## src/logic/wgt_pkg.sv

```systemverilog
// Package for the windowed guard timer: keys, widths, reset values and carriers.
// Assumes a single system clock domain; the guard tick clock is sampled as a plain input.
package wgt_pkg;

    localparam int          WGT_CNT_W      = 24;           // Width of the down counter.
    localparam int          WGT_PRESCALE   = 4;            // Guard ticks per counter step.
    localparam logic [23:0] WGT_TC_MIN     = 24'h0000ff;   // Smallest reload, 256 steps.
    localparam logic [23:0] WGT_TC_RST     = 24'hffffff;   // Time-out value after reset.
    localparam logic [23:0] WGT_WIN_RST    = 24'hffffff;   // Window open wide after reset.
    localparam logic [23:0] WGT_WARN_RST   = 24'h000000;   // Warning point after reset.
    localparam logic [23:0] WGT_CNT_ZERO   = 24'h000000;   // Counter expiry value.
    localparam logic [7:0]  WGT_FEED_KEY1  = 8'haa;        // First feed key.
    localparam logic [7:0]  WGT_FEED_KEY2  = 8'h55;        // Second feed key.

    // Feed sequence states, one-hot.
    typedef enum logic [1:0] {
        WGT_FEED_IDLE  = 2'b01,
        WGT_FEED_ARMED = 2'b10
    } wgt_feed_t;

    // Software configuration levels.
    typedef struct packed {
        logic        reset_en;   // Fault resets the chip.
        logic        int_en;     // Fault raises the interrupt when reset is off.
        logic        warn_en;    // Warning interrupt enable.
        logic [23:0] timeout;    // Reload value.
        logic [23:0] window;     // Feed allowed only at or below this count.
        logic [23:0] warn;       // Warning point.
    } wgt_cfg_t;

    // Status seen by software.
    typedef struct packed {
        logic        enabled;    // Watchdog running.
        logic        tout_flag;  // Time-out or violation raised an interrupt.
        logic        warn_flag;  // Warning point reached.
        logic        wdrst_flag; // Last reset came from the watchdog.
        logic [23:0] count;      // Live counter.
    } wgt_stat_t;

endpackage

```

## src/logic/wgt_prescaler.sv

```systemverilog
// Guard tick synchroniser and fixed prescaler.
// Assumes guard_tick_clock is slow against mclk (at least four mclk periods per half cycle).
`timescale 1ns/1ps
module wgt_prescaler
    import wgt_pkg::*;
#(
    parameter int DIV = WGT_PRESCALE
) (
    input  wire logic mclk,             // System clock.
    input  wire logic resetn,           // Asynchronous reset, active low.
    input  wire logic guard_tick_clock, // Raw guard oscillator clock.
    input  wire logic clear,            // Restart the prescaler phase.
    output logic      step              // One-cycle pulse every DIV guard ticks.
);

    initial begin
        if (DIV < 2 || DIV > 256) $error("wgt_prescaler: DIV out of range");
    end

    logic       sync1_r;
    logic       sync2_r;
    logic       prev_r;
    logic [7:0] div_r;
    wire        rise     = sync2_r & ~prev_r;
    wire        last_div = (div_r == 8'(DIV - 1));

    // Two-flop synchroniser, then an edge history flop.
    always_ff @(posedge mclk or negedge resetn) begin
        if (!resetn) begin
            sync1_r <= 1'b0;
            sync2_r <= 1'b0;
            prev_r  <= 1'b0;
        end else begin
            sync1_r <= guard_tick_clock;
            sync2_r <= sync1_r;
            prev_r  <= sync2_r;
        end
    end

    // Divide the guard edges down to counter steps.
    always_ff @(posedge mclk or negedge resetn) begin
        if (!resetn) begin
            div_r <= 8'h00;
        end else if (clear) begin
            div_r <= 8'h00;
        end else if (rise) begin
            div_r <= last_div ? 8'h00 : div_r + 8'h01;
        end
    end

    assign step = rise & last_div;

endmodule

```

## src/logic/wgt_windowed_guard_timer.sv

```systemverilog
// Windowed guard timer: down counter, window check, warning, feed sequence, fault handling.
// Assumes resetn is the chip reset that chip_reset_req drives, and porn is power-on only.
`timescale 1ns/1ps
module wgt_windowed_guard_timer
    import wgt_pkg::*;
#(
    parameter int CNT_W = WGT_CNT_W
) (
    input  wire logic      mclk,             // System clock, 100 MHz.
    input  wire logic      resetn,           // Chip reset, asynchronous, active low.
    input  wire logic      porn,             // Power-on reset, asynchronous, active low.
    input  wire logic      guard_tick_clock, // Dedicated guard oscillator clock.
    input  wire wgt_cfg_t  cfg,              // Configuration levels.
    input  wire logic      enable_set,       // Pulse: start the watchdog.
    input  wire logic      feed_wr,          // Pulse: write to the feed location.
    input  wire logic [7:0] feed_data,       // Feed write data.
    input  wire logic      other_access,     // Pulse: any other register access.
    input  wire logic      tout_clr,         // Pulse: clear time-out flag.
    input  wire logic      warn_clr,         // Pulse: clear warning flag.
    input  wire logic      wdrst_clr,        // Pulse: clear watchdog reset flag.
    output wgt_stat_t      stat,             // Status, from registers.
    output logic           irq,              // Interrupt level.
    output logic           chip_reset_req    // Chip reset request, held until resetn.
);

    initial begin
        if (CNT_W != 24) $error("wgt_windowed_guard_timer: CNT_W must be 24");
    end

    logic        en_r;
    logic [23:0] cnt_r;
    logic        tout_r;
    logic        warn_r;
    logic        wdrst_r;
    logic        rst_req_r;
    wgt_feed_t   feed_r;
    wgt_feed_t   feed_nxt;
    logic        step;
    logic        feed_ok;
    logic        seq_bad;

    // Counter steps come from the synchronised, prescaled guard clock.
    // Restarting the prescaler on a feed gives every reload a full first step.
    wgt_prescaler #(
        .DIV(WGT_PRESCALE)
    ) u_pre (
        .mclk             (mclk),
        .resetn           (resetn),
        .guard_tick_clock (guard_tick_clock),
        .clear            (feed_ok | enable_set),
        .step             (step)
    );

    // Feed sequence decode; wrong key or stray access while armed is a bad sequence.
    // A second key one while armed also breaks the pair, so a retry must start from idle.
    wire key1      = feed_wr & (feed_data == WGT_FEED_KEY1);
    wire key2      = feed_wr & (feed_data == WGT_FEED_KEY2);
    wire in_armed  = (feed_r == WGT_FEED_ARMED);

    always_comb begin
        feed_nxt = feed_r;
        feed_ok  = 1'b0;
        seq_bad  = 1'b0;
        case (feed_r)
            WGT_FEED_IDLE: begin
                if (key1) feed_nxt = WGT_FEED_ARMED;
                else if (feed_wr) seq_bad = 1'b1;
            end
            WGT_FEED_ARMED: begin
                feed_nxt = WGT_FEED_IDLE;
                if (key2 && !other_access) feed_ok = 1'b1;
                else if (feed_wr || other_access) seq_bad = 1'b1;
                else feed_nxt = WGT_FEED_ARMED;
            end
            default: feed_nxt = WGT_FEED_IDLE;
        endcase
    end

    // Reload value clamped to the shortest legal time-out.
    // The window compare uses the count before any step that falls in the same cycle.
    wire [23:0] reload    = (cfg.timeout < WGT_TC_MIN) ? WGT_TC_MIN : cfg.timeout;
    wire        win_bad   = feed_ok & (cnt_r > cfg.window);
    wire        reload_ok = feed_ok & ~win_bad;
    wire        expire    = en_r & step & (cnt_r == WGT_CNT_ZERO) & ~reload_ok;
    wire        violation = en_r & (seq_bad | win_bad);
    wire        fault     = expire | violation;
    wire        do_reset  = fault & cfg.reset_en;
    wire        do_int    = fault & ~cfg.reset_en & cfg.int_en;
    wire        warn_hit  = en_r & cfg.warn_en & step & ~reload_ok & (cnt_r == cfg.warn + 24'h000001);

    // Enable: set by software, cleared only by reset or a watchdog reset or interrupt.
    always_ff @(posedge mclk or negedge resetn) begin
        if (!resetn) en_r <= 1'b0;
        else if (do_reset || do_int) en_r <= 1'b0;
        else if (enable_set) en_r <= 1'b1;
    end

    // Down counter with reload on a good feed, enable or any expiry, with or without fault action.
    always_ff @(posedge mclk or negedge resetn) begin
        if (!resetn) cnt_r <= WGT_TC_RST;
        else if (reload_ok || enable_set || expire) cnt_r <= reload;
        else if (en_r && step) cnt_r <= cnt_r - 24'h000001;
    end

    // Feed state, sticky flags and the held reset request; set wins over clear.
    always_ff @(posedge mclk or negedge resetn) begin
        if (!resetn) begin
            feed_r    <= WGT_FEED_IDLE;
            tout_r    <= 1'b0;
            warn_r    <= 1'b0;
            rst_req_r <= 1'b0;
        end else begin
            feed_r    <= feed_nxt;
            tout_r    <= do_int | (tout_r & ~tout_clr);
            warn_r    <= warn_hit | (warn_r & ~warn_clr);
            rst_req_r <= rst_req_r | do_reset;
        end
    end

    // Watchdog reset flag lives on power-on reset only so it outlasts the chip reset.
    // A clear and a new watchdog reset in one cycle leave the flag set.
    always_ff @(posedge mclk or negedge porn) begin
        if (!porn) wdrst_r <= 1'b0;
        else wdrst_r <= do_reset | (wdrst_r & ~wdrst_clr);
    end

    // Status straight from the flops; irq gates the time-out and warning flags with their enables.
    assign stat.enabled    = en_r;
    assign stat.tout_flag  = tout_r;
    assign stat.warn_flag  = warn_r;
    assign stat.wdrst_flag = wdrst_r;
    assign stat.count      = cnt_r;
    assign irq             = (tout_r & cfg.int_en) | (warn_r & cfg.warn_en);
    assign chip_reset_req  = rst_req_r;
endmodule

```

## config.mk

```make
export PLATFORM = sky130hd
export DESIGN_NAME = wgt_windowed_guard_timer
export DESIGN_NICKNAME = d
export VERILOG_FILES = /design/src/logic/wgt_pkg.sv /design/src/logic/wgt_prescaler.sv /design/src/logic/wgt_windowed_guard_timer.sv
export SDC_FILE = /design/constraint.sdc
export NUM_CORES = 1
export LEC_CHECK = 0
export BUFFER_PORTS_ARGS = -buffer_cell sky130_fd_sc_hd__buf_2
export CAP_MARGIN = 20
export CORE_MARGIN = 4
export CORE_UTILIZATION = 30
export DETAILED_ROUTE_END_ITERATION = 10
export PLACE_DENSITY = 0.51
export SETUP_SLACK_MARGIN = 0.05
export SYNTH_ARGS = -nofsm -noshare
export SYNTH_HDL_FRONTEND = slang
export SYNTH_HIERARCHICAL = 1
export SYNTH_SLANG_ARGS = --single-unit
```

## constraint.sdc

```tcl
create_clock -name mclk -period 4 [get_ports mclk]
set_clock_uncertainty 0.2 [all_clocks]
set_input_delay 0.4 -clock mclk [delete_from_list [all_inputs] [get_ports mclk]]
set_output_delay 0.4 -clock mclk [all_outputs]
set_load 0.02 [all_outputs]
```

After elaboration in Yosys (flattened, before gate mapping):

Index checks and enable logic that the tools add are counted.

* word-level logic and storage cells: 90
* input bits: 93
* RAM bits: 0
* bits in read-only memories: 0
* latch bits: 0
* memories: 0
* register bits after elaboration: 42

* $lt $le $gt $ge: 2
* bitwise operators: 37
* divide/modulo/power cells: 0
* shift-type cells: 0
* add/sub/neg operators: 3
* reduce and logical (&&, ||, !) cells: 11
* eq/ne operators: 7
* mux-type cells: 19
* multipliers: 0

Operators with widths (count)
* $mux 24: 3
* $add 24x1->24 const B: 1
* $eq 24x24->1: 1
* $gt 24x24->1: 1
* $logic_not 24->1: 1
* $lt 24x8->1 const B: 1
* $mux 8: 3
* $sub 24x1->24 const B: 1
* $and 1x1->1: 22
* $add 8x1->8 const B: 1
* $eq 8x2->1 const B: 1
* $eq 8x7->1 const B: 1
* $eq 8x8->1 const B: 1
* $mux 1: 8
* $or 1x1->1: 8
* $not 1->1: 7
* $mux 2: 3
* $reduce_bool 2->1: 3
* $logic_or 1x1->1: 4
* $pmux 2 s2: 1
* $eq 2x1->1 const B: 1
* $eq 2x2->1 const B: 1
* $logic_and 1x1->1: 2
* $ne 2x2->1 const B: 1
* 2 further kinds: 2

Logic depth before layout (Yosys ltp):

* depth after elaboration: 15
* mapped depth: 10
* gate-level depth less buffers: 9

Cells and area by module:

Netlist, hierarchy kept.

Modules (own cells, without submodules)
* wgt_windowed_guard_timer: instances 1, cells each 411, sequential area each 807.0 um^2, area each 3573.4 um^2
* wgt_prescaler: instances 1, cells each 50, sequential area each 275.3 um^2, area each 505.5 um^2

Worst setup path after synthesis:

Ideal clock, no wire load.

* path kind: flip-flop to flip-flop
* from: reg u_pre.div_r[6]
* to: reg cnt_r[12]
* arrival: 2573 ps
* setup slack: 1144 ps
* path buffers: 1
* data required time: 3718 ps
* stages on the path, launching flop included: 10
* library setup time: 82 ps
* path through: dfrtp_1 nor4_1 and4_2 nand2_1 or4_4 or3_1 nor3_4 nor3_4 buf_6 mux2_4

* cells in the longest elaborated chain, start to end: 7
* elaborated cells between the ends (all ways): 9

RTL lines
* start: declaration: line wgt_prescaler.sv:23 `logic [7:0] div_r;`
* start signal: assignment: line wgt_prescaler.sv:47 `div_r <= last_div ? 8'h00 : div_r + 8'h01;`
* $eq 8x2->1 *: line wgt_prescaler.sv:25 `wire last_div = (div_r == 8'(DIV - 1));`
* $and 1x1->1 *: line wgt_prescaler.sv:51 `assign step = rise & last_div;`
* via step: line wgt_windowed_guard_timer.sv:38 `logic step;`
* $and 1x1->1 (3 in a row): line wgt_windowed_guard_timer.sv:84 `wire expire = en_r & step & (cnt_r == WGT_CNT_ZERO) & ~reload_ok;`
* $logic_or 1x1->1: line wgt_windowed_guard_timer.sv:101 `else if (reload_ok || enable_set || expire) cnt_r <= reload;`
* $mux 24 or $reduce_bool 2->1 (tied branches)
* end signal: assignment: line wgt_windowed_guard_timer.sv:101
* end signal: assignment: line wgt_windowed_guard_timer.sv:102 `else if (en_r && step) cnt_r <= cnt_r - 24'h000001;`
* end: declaration: line wgt_windowed_guard_timer.sv:31 `logic [23:0] cnt_r;`

Mark *: on every way through the listed nets, which the timed path passes. The rest lies on a longest branch.
A chain may end at the register's enable or synchronous reset.

Final worst setup path:

* from: reg u_pre.div_r[6]
* to: reg cnt_r[22]

The elaborated chain is that of the path after synthesis.

==> qor.yml <==
yosys:
  synth_area_sq_mm: 0.00408
  synth-edff-count: 0
  async_reset_ff_share_pct: 100
  synthFlopType: "dfstp_2"
  synth.area.top_cells: "dfstp_2 (16%), dfrtp_1 (10%), ha_1 (8.9%)"
  synth_top_area_share_pct: 16.1
  synth.largest_area_cell: "dfstp_2"
  ys_ff_latch: 42
  netlist_instances: 461
  synth.distinct_cells: 71
  avgSynthCellArea_sq_um: 8.85
  yosys_warnings: 6
  syn_nets: 583
  seq_area_frac_synth_pct: 26.5
min_path:
  hold_path_depth: 1
  hold_path_startpoint: "guard_tick_clock"
  whs_endpoint: "u_pre/sync1_r"
  holdCritPathClass: "input port to flop"
clock_tree:
  clkLatencyLatePin_ns: 0.29
  cts_buffer_depth: 2
  root_buffer: "clkbuf_16"
  clkTransAtPathRegs_ns: 0.06
  cts_tree: "built"
  numCtsBuffers: 5
  cts_max_level: 2
  clock-sinks: 42
setup_path:
  critPathArrivalTime_ns: 3.37
  worst-path-max-fanout: 15
  reg2reg_depth: 9
  cp-end-kind: "flop"
  crit-reg2reg-capture: "cnt_r[22]"
  r2r-start: "u_pre/div_r[6]"
  required_ns: 4.01
  ff2ff_setup_slack_ns: 0.64
  critPathLaunchType: "flop"
  critical_path_class: "flop to flop"
global_routing:
  grt_pass1_wl_mm: 20.7
  overflow: 0
  grt_pass1_vias: 3988
  track_usage_pct: 16.2
  grt_max_degree: 42
  antenna_found_initial: 0
floorplanning:
  die_x_microns: 125
  row_count: 42
  core_area_sq_mm: 0.0133
  die_area_sq_mm: 0.0155
  die_y_microns: 125
  ios: 123
  initial_core_util_pct: 30.7
drt:
  drt_pass1_iterations: 7
  viasPerCell: 5.11
  drtIter0Drc: 223
  vias: 3903
  ant_nets: 0
  drc_errors: 0
  wl_per_cell_microns: 16.7
  totalWireLength_mm: 12.8
sta:
  worst_slew_pin_slew_ns: 0.958
  fmax_ghz: 0.298
  relSlewSlack_pct: 36.1
  rsz0062_at_grt: "false"
  finalSetupViolCount: 0
  drv_slew: 0
  hold_violations: 0
  post-route-period-util_pct: 83.9
  post-route-min-period_ns: 3.36
  setup-tns-final_ns: 0
power:
  ir_drop_v: 0.000157
  p_leak_uw: 0.00228
  powerDensity_mw_per_mm2: 298
  totalPowerFinal_uw: 1500
final_layout:
  antenna_cells: 0
  final_cell_mix: "buf_2 (122), inv_1 (37), nand2_1 (37), nor2_1 (35), ha_1 (29)"
  fin_nets: 709
  final_common_cell: "buf_2"
  drive_above_1_share_pct: 33.5
  area_growth_syn_to_layout_pct: 23.6
flow_run:
  maxCapViolations: 0
placement:
  place_hpwl_mm: 10.6
  portBuffers: 122
  gp_congestion: 0.847
status:
  status: "finished, final reports clean"
[final cells by class]
| type | count | area (sq um) |
|---|---|---|
| flip-flops and latches | 42 | 1080 |
| repair buffers | 130 | 673 |
| clock inverters | 3 | 21.3 |
| inverters | 37 | 139 |
| clock buffers | 5 | 125 |
| fillers | 1384 | 8260 |
| well taps | 176 | 220 |
| multi-input cells | 371 | 2780 |
[cell usage after synthesis (13+ instances only)]
cell,instances
xor2_1,26
a21oi_1,21
nand2_1,37
nor2_1,35
o21ai_0,18
dfstp_2,25
nor3_1,13
xnor2_1,27
nand3_1,19
nor4_1,13
ha_1,29
inv_1,37
dfrtp_1,17
[critical path: stages, from the launching register on]
cell and delay (ns):
dfrtp_1 0.41, nor4_1 0.39, and4_2 0.33, nand2_1 0.12, or4_4 0.47, or3_1 0.36, nor3_4 0.25, nor3_4 0.15
buf_4 0.27, mux2_4 0.32
[per-stage QoR]
stage	util [%]	instances	hold WS (ns)	cell area, sq um	setup WS [ns]
2_1_floorplan	-	461	-0.0956	4080	1.14
3_3_place_gp	36.7	755	-0.0222	4880	0.674
3_5_place_dp	36.7	755	-0.0222	4880	0.622
4_1_cts	37.9	764	0.0105	5040	0.619
5_1_grt	37.9	764	0.0225	5040	0.442
6_report	37.9	764	0.0208	5040	0.643
[state kept, by name, summed over array words and instances, names as in the netlist]
signal and count:
u_pre/sync1_r 1, feed_r 2, tout_r 1, u_pre/sync2_r 1
warn_r 1, cnt_r 24, wdrst_r 1, en_r 1
chip_reset_req 1, u_pre/prev_r 1, u_pre/div_r 8
[report_power, final]
group          internal, uW  leakage [uW]  switching [uW]
Sequential              495      0.000482            81.8
Combinational           235       0.00173             291
Clock                   231     0.0000698             168
Total                   960       0.00228             541
[what timing repair did]
| item | 4_1_cts | 5_1_grt |
|---|---|---|
| resized for setup | 0 | 0 |
| hold buffers | 1 | 0 |
| setup buffers | 0 | 0 |
| endpoints found under the hold margin | 1 | 0 |
[worst max-delay path by stage]
stage / start / endpoint / slack, ns
floorplan: u_pre/div_r[6] / cnt_r[12] / 1.14
global placement: u_pre/div_r[6] / cnt_r[17] / 0.67
detailed placement: cfg[46] / cnt_r[22] / 0.62
CTS: u_pre/div_r[6] / cnt_r[22] / 0.62
global route: cnt_r[19] / cnt_r[22] / 0.44
finish: u_pre/div_r[6] / cnt_r[22] / 0.64
[kinds of logic (layout without fill, tap and decap cells)]
logic type	count (synthesis)	count (layout)	synth area share [%]
XOR/XNOR	53	53	11.4
buffers and inverters	48	175	5.34
multiplexers	25	25	8.04
AND/OR/NAND/NOR	187	187	27.3
flip-flops	42	42	26.5
adder cells (fa/ha/maj)	29	29	8.90
AO/OA/AOI/OAI	77	77	12.5
[metal layers]
metal	global-route usage (%)	wire, microns
met4	3.55	190
met2	28.5	6270
met5	0	0
met1	20.9	5710
met3	2.66	585
Note: power is estimated with default switching activity, not from simulation.
